<file path="config.mk">
export PLATFORM = sky130hd
export DESIGN_NAME = general_dma_channel
export DESIGN_NICKNAME = d
export VERILOG_FILES = /design/src/dma_chan_pkg.sv /design/src/general_dma_channel.sv
export SDC_FILE = /design/constraint.sdc
export NUM_CORES = 2
export LEC_CHECK = 0
export BUFFER_PORTS_ARGS = -buffer_cell sky130_fd_sc_hd__buf_4
export CORE_UTILIZATION = 30
export CTS_CLUSTER_DIAMETER = 120
export CTS_CLUSTER_SIZE = 40
export DETAILED_ROUTE_END_ITERATION = 16
export SYNTH_ARGS = -nofsm -noshare
export SYNTH_HDL_FRONTEND = slang
export SYNTH_SLANG_ARGS = --single-unit
export TNS_END_PERCENT = 100
</file>
<file path="constraint.sdc">
create_clock -name ref_clk -period 5.5 [get_ports ref_clk]
set_input_delay 0.275 -clock ref_clk [delete_from_list [all_inputs] [get_ports ref_clk]]
set_output_delay 0.275 -clock ref_clk [all_outputs]
set_load 0.02 [all_outputs]
</file>
<file path="src/dma_chan_pkg.sv">
// Shared constants and types for the general DMA channel control block
package dma_chan_pkg;

    // ==========================================================
    // Register byte offsets
    localparam logic [7:0] OFF_MODE   = 8'h00;
    localparam logic [7:0] OFF_STATUS = 8'h04;
    localparam logic [7:0] OFF_MASK   = 8'h08;
    localparam logic [7:0] OFF_SRC    = 8'h0c;
    localparam logic [7:0] OFF_DST    = 8'h10;
    localparam logic [7:0] OFF_FCODE  = 8'h14;
    localparam logic [7:0] OFF_COUNT  = 8'h18;
    localparam logic [7:0] OFF_BASE   = 8'h1c;
    localparam logic [7:0] OFF_PTR    = 8'h20;
    localparam logic [7:0] OFF_CMD    = 8'h24;
    localparam logic [7:0] OFF_DESC   = 8'h40;

    // ==========================================================
    // Channel mode register fields
    localparam int MB_RUN    = 0;
    localparam int MB_CHRST  = 1;
    localparam int MB_RREQ   = 2;
    localparam int MB_BM     = 3;
    localparam int MB_REQUEST_GENERATION_FIELD   = 5;
    localparam int MB_BW     = 7;
    localparam int MB_DSEL   = 9;
    localparam int MB_SADDR  = 10;
    localparam int MB_SYNBYP = 11;
    localparam logic [11:0] MODE_RST = 12'h000;

    // Buffer handling modes and request generation
    localparam logic [1:0] BM_SINGLE = 2'h0;
    localparam logic [1:0] BM_AUTO   = 2'h1;
    localparam logic [1:0] BM_CHAIN  = 2'h2;
    localparam logic [1:0] RG_MAX    = 2'h0;
    localparam logic [1:0] RG_LIMIT  = 2'h1;
    localparam logic [1:0] RG_BURST  = 2'h2;

    // Status bits, cleared by writing one
    localparam int SB_DONE  = 0;
    localparam int SB_BDONE = 1;
    localparam int SB_BERR  = 2;

    // Descriptor flag word bits
    localparam int DF_VALID = 15;
    localparam int DF_WRAP  = 13;
    localparam int DF_INT   = 12;
    localparam int DF_LAST  = 11;
    localparam int DF_CONT  = 9;
    localparam int DF_SERR  = 2;
    localparam int DF_DERR  = 1;
    localparam int DF_TERM  = 0;

    // ==========================================================
    // Limited-rate window and allotments, in clocks
    localparam int          WINDOW_CLKS = 1024;
    localparam logic [9:0]  ALLOT_12P5  = 10'd128;
    localparam logic [9:0]  ALLOT_25    = 10'd256;
    localparam logic [9:0]  ALLOT_50    = 10'd512;
    localparam logic [9:0]  ALLOT_75    = 10'd768;

    typedef enum logic [2:0] {
        ST_IDLE, ST_LOAD, ST_ARB, ST_RD, ST_WR, ST_CLOSE
    } state_e;

endpackage

</file>
<file path="src/general_dma_channel.sv">
// General DMA channel: register slave, descriptor ring, request and bus engine
// Contract
// - Terminate input closes buffer, flags it, event
// - Peripheral source: single-address ignores source pointer
// - Peripheral destination: single-address ignores destination pointer
// - Reinit command restores reset state, ring top
// - Running: address, code, count writes ignored
// - Request input ignored while run clear
// - Single mode: count zero or terminate clears run
// - Bus error clears run in every mode
// - Run cleared: finish operand, release, stop
// - Run set again: re-arbitrate and resume
// - Write-one clears status; interrupt then drops
// - Internal requests need run, ring needs enable
// - Maximum rate: one uninterrupted burst to end
// - Acknowledge asserted on every peripheral access
// - Limited rate caps share at four steps
// - Share over 1024-clock windows, no carry
// - Burst: request is level, held asserted
// - Burst: request withdrawn before grant, stop
// - Burst: keep cycling while request holds
// - After wrap descriptor continue at ring base
// - Chain clears valid, auto keeps it; the code also clears it in auto mode on terminate or bus error
// - Chain last descriptor exhausted: stop, event
// - Interrupt-flagged descriptor sets buffer-done status
module general_dma_channel (
    input  wire logic        ref_clk,
    input  wire logic        srst,
    input  wire logic [7:0]  avs_address,
    input  wire logic        avs_read,
    input  wire logic        avs_write,
    input  wire logic [31:0] avs_writedata,
    output logic      [31:0] avs_readdata,
    output logic             avs_waitrequest,
    output logic             bus_req,
    input  wire logic        bus_grant,
    output logic             bus_cyc,
    output logic             bus_we,
    output logic      [31:0] bus_addr,
    output logic      [7:0]  bus_fc,
    output logic      [7:0]  bus_wdata,
    input  wire logic [7:0]  bus_rdata,
    input  wire logic        bus_ack,
    input  wire logic        bus_err,
    input  wire logic        transfer_request_n,
    output logic             transfer_acknowledge_n,
    input  wire logic        external_terminate_n,
    output logic             irq
);
    import dma_chan_pkg::*;

    logic [11:0] mode_q;
    logic [2:0]  status_q;
    logic [2:0]  mask_q;
    logic [31:0] src_q;
    logic [31:0] dst_q;
    logic [7:0]  fcode_q;
    logic [15:0] count_q;
    logic [1:0]  base_q;
    logic [1:0]  ptr_q;
    logic        loaded_q;
    logic [31:0] desc_q [0:15];
    state_e      state_q;
    logic        wait_q;
    logic [31:0] rdata_q;
    logic        req_q;
    logic        cyc_q;
    logic        we_q;
    logic [31:0] addr_q;
    logic [7:0]  data_q;
    logic        ackn_q;
    logic        irq_q;
    logic        cl_term_q;
    logic        cl_err_q;
    logic        cl_serr_q;
    logic        req_s1_q;
    logic        req_s2_q;
    logic [9:0]  win_q;
    logic [9:0]  used_q;

    // Decoded mode fields
    logic       run;
    logic [1:0] bm;
    logic [1:0] request_generation_field;
    logic       dev_src;
    logic       saddr;
    assign run     = mode_q[MB_RUN];
    assign bm      = mode_q[MB_BM +: 2];
    assign request_generation_field    = mode_q[MB_REQUEST_GENERATION_FIELD +: 2];
    assign dev_src = mode_q[MB_DSEL];
    assign saddr   = mode_q[MB_SADDR];

    // Slot index of a descriptor word
    function automatic logic [3:0] didx(input logic [1:0] p, input logic [1:0] w);
        return {p, w};
    endfunction

    // Clocks allowed per window for a bandwidth code
    function automatic logic [9:0] allot(input logic [1:0] bw);
        case (bw)
            2'h0:    return ALLOT_12P5;
            2'h1:    return ALLOT_25;
            2'h2:    return ALLOT_50;
            default: return ALLOT_75;
        endcase
    endfunction

    // ==========================================================
    // Avalon slave handshake
    logic wr_acc;
    logic reinit;
    assign wr_acc = avs_write & ~wait_q;
    assign reinit = wr_acc && avs_address == OFF_CMD && avs_writedata[0];

    // One wait cycle per access, then accept
    always_ff @(posedge ref_clk) begin
        if (srst) begin
            wait_q <= 1'b1;
        end else if ((avs_read | avs_write) && wait_q) begin
            wait_q <= 1'b0;
        end else begin
            wait_q <= 1'b1;
        end
    end

    // Read mux, registered in the wait cycle
    logic [31:0] rd_mux;
    always_comb begin
        rd_mux = 32'h0000_0000;
        case (avs_address)
            OFF_MODE:   rd_mux = {20'h00000, mode_q};
            OFF_STATUS: rd_mux = {29'h0000_0000, status_q};
            OFF_MASK:   rd_mux = {29'h0000_0000, mask_q};
            OFF_SRC:    rd_mux = src_q;
            OFF_DST:    rd_mux = dst_q;
            OFF_FCODE:  rd_mux = {24'h000000, fcode_q};
            OFF_COUNT:  rd_mux = {16'h0000, count_q};
            OFF_BASE:   rd_mux = {30'h0000_0000, base_q};
            OFF_PTR:    rd_mux = {30'h0000_0000, ptr_q};
            default: begin
                if (avs_address[7:6] == OFF_DESC[7:6]) begin
                    rd_mux = desc_q[avs_address[5:2]];
                end
            end
        endcase
    end

    always_ff @(posedge ref_clk) begin
        if (srst) begin
            rdata_q <= 32'h0000_0000;
        end else if (avs_read && wait_q) begin
            rdata_q <= rd_mux;
        end
    end

    // ==========================================================
    // Request input: two-flop path unless bypassed
    logic req_lvl;
    always_ff @(posedge ref_clk) begin
        if (srst) begin
            req_s1_q <= 1'b0;
            req_s2_q <= 1'b0;
        end else begin
            req_s1_q <= ~transfer_request_n;
            req_s2_q <= req_s1_q;
        end
    end
    // Synchronised path costs two clocks of latency
    assign req_lvl = mode_q[MB_SYNBYP] ? ~transfer_request_n : req_s2_q;

    // Bandwidth window; unused share is simply lost
    always_ff @(posedge ref_clk) begin
        if (srst) begin
            win_q  <= 10'd0;
            used_q <= 10'd0;
        end else begin
            win_q <= win_q + 10'd1;
            if (win_q == 10'(WINDOW_CLKS - 1)) begin
                used_q <= 10'd0;
            end else if (req_q && bus_grant && used_q != 10'h3ff) begin
                used_q <= used_q + 10'd1;
            end
        end
    end

    // Whether the channel wants the bus now
    logic want;
    always_comb begin
        case (request_generation_field)
            RG_MAX:   want = 1'b1;
            RG_LIMIT: want = used_q < allot(mode_q[MB_BW +: 2]);
            RG_BURST: want = req_lvl;
            default:  want = 1'b0;
        endcase
        want = want & run;
    end

    // ==========================================================
    // Close decisions, valid only in the close state
    logic       in_close;
    logic       ring;
    logic [31:0] flags;
    logic       ev_done;
    logic       ev_bdone;
    logic       run_clr;
    assign in_close = state_q == ST_CLOSE;
    assign ring     = bm != BM_SINGLE;
    assign flags    = desc_q[didx(ptr_q, 2'h0)];
    assign ev_done  = in_close && (!ring || cl_term_q
                      || (bm == BM_CHAIN && flags[DF_LAST] && !cl_err_q));
    assign ev_bdone = in_close && ring && flags[DF_INT] && !cl_err_q;
    assign run_clr  = in_close && (!ring || cl_err_q
                      || (bm == BM_CHAIN && (flags[DF_LAST] || cl_term_q)));

    // Operand finished this cycle
    logic op_end;
    assign op_end = bus_ack && !bus_err
                    && ((state_q == ST_RD && saddr) || state_q == ST_WR);

    // ==========================================================
    // Mode register; hardware stop beats a same-cycle write
    always_ff @(posedge ref_clk) begin
        if (srst) begin
            mode_q <= MODE_RST;
        end else begin
            if (wr_acc && avs_address == OFF_MODE) begin
                mode_q <= avs_writedata[11:0];
            end
            if (run_clr || reinit) begin
                mode_q[MB_RUN] <= 1'b0;
            end
        end
    end

    // Status: events set, write-one clears, set wins
    always_ff @(posedge ref_clk) begin
        if (srst) begin
            status_q <= 3'h0;
            mask_q   <= 3'h0;
            irq_q    <= 1'b0;
        end else begin
            if (wr_acc && avs_address == OFF_MASK) begin
                mask_q <= avs_writedata[2:0];
            end
            status_q <= (status_q
                         & ~((wr_acc && avs_address == OFF_STATUS)
                             ? avs_writedata[2:0] : 3'h0))
                        | {in_close && cl_err_q, ev_bdone, ev_done};
            irq_q <= |(status_q & mask_q);
        end
    end

    // Transfer registers: software only while stopped
    logic sw_ok;
    assign sw_ok = wr_acc && !run;
    always_ff @(posedge ref_clk) begin
        if (srst) begin
            src_q   <= 32'h0000_0000;
            dst_q   <= 32'h0000_0000;
            fcode_q <= 8'h00;
            count_q <= 16'h0000;
            base_q  <= 2'h0;
        end else if (state_q == ST_LOAD) begin
            count_q <= desc_q[didx(ptr_q, 2'h1)][15:0];
            src_q   <= desc_q[didx(ptr_q, 2'h2)];
            dst_q   <= desc_q[didx(ptr_q, 2'h3)];
        end else if (op_end) begin
            count_q <= count_q - 16'h0001;
            // Only the memory side walks; the peripheral address stays
            if (dev_src) begin
                dst_q <= dst_q + 32'h0000_0001;
            end else begin
                src_q <= src_q + 32'h0000_0001;
            end
        end else if (sw_ok) begin
            case (avs_address)
                OFF_SRC:   src_q   <= avs_writedata;
                OFF_DST:   dst_q   <= avs_writedata;
                OFF_FCODE: fcode_q <= avs_writedata[7:0];
                OFF_COUNT: count_q <= avs_writedata[15:0];
                OFF_BASE:  base_q  <= avs_writedata[1:0];
                default:   ;
            endcase
        end
    end

    // Descriptor table; close write-back beats software
    always_ff @(posedge ref_clk) begin
        if (srst) begin
            for (int i = 0; i < 16; i++) begin
                desc_q[i] <= 32'h0000_0000;
            end
        end else if (in_close && ring) begin
            // Chain, terminate and errors drop valid; auto keeps it
            if (bm == BM_CHAIN || cl_term_q || cl_err_q) begin
                desc_q[didx(ptr_q, 2'h0)][DF_VALID] <= 1'b0;
            end
            if (cl_term_q) begin
                desc_q[didx(ptr_q, 2'h0)][DF_TERM] <= 1'b1;
            end
            if (cl_err_q) begin
                desc_q[didx(ptr_q, 2'h0)][DF_SERR] <= cl_serr_q;
                desc_q[didx(ptr_q, 2'h0)][DF_DERR] <= !cl_serr_q;
            end
        end else if (wr_acc && avs_address[7:6] == OFF_DESC[7:6]) begin
            desc_q[avs_address[5:2]] <= avs_writedata;
        end
    end

    // ==========================================================
    // Channel engine
    logic       pa_rd;
    logic       pa_wr;
    logic       term_seen;
    assign pa_rd     = saddr || dev_src;
    assign pa_wr     = !dev_src;
    assign term_seen = !external_terminate_n;

    always_ff @(posedge ref_clk) begin
        if (srst || reinit) begin
            state_q   <= ST_IDLE;
            req_q     <= 1'b0;
            cyc_q     <= 1'b0;
            we_q      <= 1'b0;
            addr_q    <= 32'h0000_0000;
            data_q    <= 8'h00;
            ackn_q    <= 1'b1;
            loaded_q  <= 1'b0;
            ptr_q     <= srst ? 2'h0 : base_q;
            cl_term_q <= 1'b0;
            cl_err_q  <= 1'b0;
            cl_serr_q <= 1'b0;
        end else begin
            case (state_q)
                ST_IDLE: begin
                    req_q <= 1'b0;
                    if (ring && !loaded_q) begin
                        // Ring work needs enable and a prepared entry
                        if (run && mode_q[MB_RREQ] && flags[DF_VALID]) begin
                            state_q <= ST_LOAD;
                        end
                    end else if (want && count_q != 16'h0000) begin
                        state_q <= ST_ARB;
                        req_q   <= 1'b1;
                    end
                end
                ST_LOAD: begin
                    loaded_q <= 1'b1;
                    state_q  <= ST_IDLE;
                end
                ST_ARB: begin
                    if (!want) begin
                        state_q <= ST_IDLE;
                        req_q   <= 1'b0;
                    end else if (bus_grant) begin
                        state_q <= ST_RD;
                        cyc_q   <= 1'b1;
                        we_q    <= saddr && dev_src;
                        // Single address uses only the memory pointer
                        addr_q  <= (saddr && dev_src) ? dst_q : src_q;
                        ackn_q  <= !pa_rd;
                    end
                end
                ST_RD, ST_WR: begin
                    if (bus_err) begin
                        cl_err_q  <= 1'b1;
                        cl_serr_q <= state_q == ST_RD && !(saddr && dev_src);
                        cl_term_q <= 1'b0;
                        state_q   <= ST_CLOSE;
                        cyc_q     <= 1'b0;
                        ackn_q    <= 1'b1;
                    end else if (bus_ack && state_q == ST_RD && !saddr) begin
                        data_q  <= bus_rdata;
                        state_q <= ST_WR;
                        we_q    <= 1'b1;
                        addr_q  <= dst_q;
                        ackn_q  <= !pa_wr;
                    end else if (op_end) begin
                        if (term_seen || count_q == 16'h0001) begin
                            cl_term_q <= term_seen;
                            cl_err_q  <= 1'b0;
                            state_q   <= ST_CLOSE;
                            cyc_q     <= 1'b0;
                            ackn_q    <= 1'b1;
                        end else if (want && bus_grant) begin
                            // Back-to-back while still owned and wanted
                            state_q <= ST_RD;
                            we_q    <= saddr && dev_src;
                            addr_q  <= (saddr && dev_src) ? dst_q + 32'h0000_0001
                                       : (dev_src ? src_q : src_q + 32'h0000_0001);
                            ackn_q  <= !pa_rd;
                        end else begin
                            // Suspend or preempt: release after the operand
                            state_q <= ST_IDLE;
                            req_q   <= 1'b0;
                            cyc_q   <= 1'b0;
                            we_q    <= 1'b0;
                            ackn_q  <= 1'b1;
                        end
                    end
                end
                ST_CLOSE: begin
                    req_q    <= 1'b0;
                    loaded_q <= 1'b0;
                    if (ring) begin
                        ptr_q <= flags[DF_WRAP] ? base_q : ptr_q + 2'h1;
                    end
                    state_q <= ST_IDLE;
                end
                default: state_q <= ST_IDLE;
            endcase
        end
    end

    // ==========================================================
    // Outputs, all from flip-flops
    assign avs_readdata           = rdata_q;
    assign avs_waitrequest        = wait_q;
    assign bus_req                = req_q;
    assign bus_cyc                = cyc_q;
    assign bus_we                 = we_q;
    assign bus_addr               = addr_q;
    assign bus_fc                 = fcode_q;
    assign bus_wdata              = data_q;
    assign transfer_acknowledge_n = ackn_q;
    assign irq                    = irq_q;
endmodule // general_dma_channel

</file>
==> impl_metrics.tcl <==
set metrics [dict create \
    worst_ir_drop_vdd_mv 0.239 \
    hold_path.class "primary input to flip-flop" \
    slew_violations 0 \
    clock_latency_ps 660 \
    pwr_density_nw_per_um2 243 \
    hold_buffers 20 \
    avgRoutedWirePerCell_um 28.6 \
    routed_via_density 5.95 \
    num_io_pins 143 \
    syn_area_per_cell_sq_um 11.4 \
    critPathMaxFanout 39 \
    critPathArrivalTime_ps 3980 \
    die_width_um 361 \
    finalWorstPathRequiredPeriod_ps 3830 \
    start_util 0.303 \
    gp_congestion 0.951 \
    layout_common_cells "edfxtp_1 (514), and2_1 (298), mux4_2 (247)" \
    die_area_sq_um 131000 \
    grtUsageTotal 0.211 \
    placement_rows 131 \
    post_route_cells_drive_above_1_share 0.173 \
    dpl.cell_count 4902 \
    drt_first_pass_iters 8 \
    die_h_um 361 \
    place_hpwl_mm 95.5 \
    setup_total_neg_slack_ps 0 \
    post_synthesis_cell_area_sq_um 38700 \
    synth_cells 3384 \
    clock_tree_from_tritoncts "done" \
    h-tree-depth 1 \
    p_leak_nw 14.9 \
    route.detailed.drc 0 \
    grt_max_degree 88 \
    synth_cell_types 81 \
    cts_clk_pin_slew_worst_paths_ps 160 \
    cts_sinks 731 \
    ys_seq_elements 731 \
    fillCellCount 12700 \
    worst-endpoint-required_ps 5650 \
    io_buffer_count 142 \
    post_synth_edffs 514 \
    ant_nets 0 \
    post_synth_top_area_cell "edfxtp_1" \
    synth-seq-area-share 0.511 \
    post_cts_resize_count 0 \
    areaGrowthSynthToFinish_pct 9.11 \
    ys.flop_type "edfxtp_1" \
    fmax_ghz 0.261 \
    cts_setup_buffers 0 \
    startpoint_kind_of_the_worst_setup_timing_path "flip-flop" \
    cts-buffers-inserted 24 \
    synth.top_cell.area_share 0.399 \
    tightestPinTransition_ps 1340 \
    syn-num-nets 3449 \
    synth.top_cells.by_area "edfxtp_1 (40%), mux4_2 (14%), dfxtp_1 (11%)" \
    fp.coreArea_sq_um 128000 \
    criticalPathCategory "flip-flop to flip-flop" \
    wire_length_of_the_first_global_routing_pass_mm 204 \
    design.final.nets 3351 \
    finalHoldViolCount 0 \
    drt_first_iter_violations 4221 \
    total_overflow_reported_by_the_global_router 0 \
    setup_viol 0 \
    first_global_vias 27800 \
    final_common_cell "edfxtp_1" \
    fraction_of_synthesis_flops_using_an_asynchronous_set_or_reset_pin 0 \
    num_vias 29600 \
    clockRootBuffer "clkbuf_16" \
    timing.critical_path.to_type "flip-flop" \
    status "finished clean" \
    clockBufferDepth 3 \
    antenna_found_initial 12 \
    slew-limit-headroom 0.103 \
    routed_wirelength_mm 142 \
    seqCellArea_sq_um 19800 \
    setup_repair_after_global_routing_missed_its_margin "no" \
    worst_clock_skew_ps 44.1 \
    final.period_utilization 0.696 \
    layout.cells.non_filler 4967 \
    total_of_warnings_raised_by_yosys 0 \
    footprint_of_the_multi_input_gates_sq_um 17600 \
    cap_violations 0 \
]
## metrics by stage
step	cell area (sq um)	worst slack, ps	total power (W)	util	hold WS [ps]
2_1_floorplan	38700	1560	0.00694	-	347
3_3_place_gp	41200	1770	0.00753	0.322	422
3_5_place_dp	41200	1740	0.00754	0.322	428
4_1_cts	42300	1800	0.0102	0.331	0.407
5_1_grt	42300	1470	0.0105	0.331	20.5
6_report	42300	1670	0.0103	0.331	21.6
## power by group
group,switching [W],total (W),internal [W]
combinational,0.000801,0.00128,0.000477
clock,0.00184,0.00280,0.000966
sequential,0.000149,0.00618,0.00603
## path summary, 6_finish.rpt
check	from	depth (start not counted)	endpoint	slack, ps
worst max-delay path	state_q[2]	6	desc_q[2][24]	1670
worst min-delay path	avs_writedata[7]	3	mode_q[7]	20
worst max register to register	state_q[2]	6	desc_q[2][24]	1670
worst min register to register	req_s1_q	1	req_s2_q	460
## registers in the layout, indices dropped and copies added (netlist names), 8 cells and up, named ones only
name          cells
src_q            32
mode_q           12
desc_q          512
dst_q            32
used_q           10
bus_addr         32
avs_readdata     32
bus_wdata         8
win_q            10
bus_fc            8
count_q          16
## Yosys cell counts (14+ instances only)
library cell	instances
a221oi_1	38
edfxtp_1	514
a211oi_1	50
or2_2	19
dfxtp_1	217
nor4_1	27
inv_1	24
xor2_1	34
o21ai_0	202
and3_1	193
a21oi_1	211
nor2_1	183
xnor2_1	37
o211ai_1	14
mux2i_1	19
a22oi_1	34
buf_1	27
buf_2	57
and2_1	297
clkbuf_1	269
nor3_1	73
nand3_1	91
nand4_1	28
a31oi_1	25
mux4_2	247
nand2_1	228
## layer usage
layer	global-route usage	part of all wire	up-vias
li1	-	-	12600
met1	0.297	0.41	14800
met2	0.332	0.45	1872
met3	0.0322	0.11	247
met4	0.0679	0.036	16
met5	0	0.00069	-
## cell families after synthesis
family,Yosys count,synth area share
AO/OA/AOI/OAI,690,0.110
XOR/XNOR,71,0.0161
adder cells (fa/ha/maj),8,0.00258
buffers and inverters,383,0.0392
flip-flops,731,0.511
multiplexers,269,0.149
AND/OR/NAND/NOR,1232,0.172
## critical path: stages (launching register included)
cell,delay [ps]
dfxtp_1,680
nand3b_1,270
o211ai_1,930
nor3b_2,100
buf_4,310
nand2_1,280
nand2_2,730
## cell type report
class | instances | area share
diodes | 1 | 0.0000592
flip-flops and latches | 731 | 0.468
repair buffers | 235 | 0.0435
well taps | 1662 | 0.0492
clock buffers | 35 | 0.0159
multi-input cells | 2270 | 0.417
inverters | 24 | 0.00216
clock inverters | 9 | 0.00385
Power figures use the tool's default switching activity.
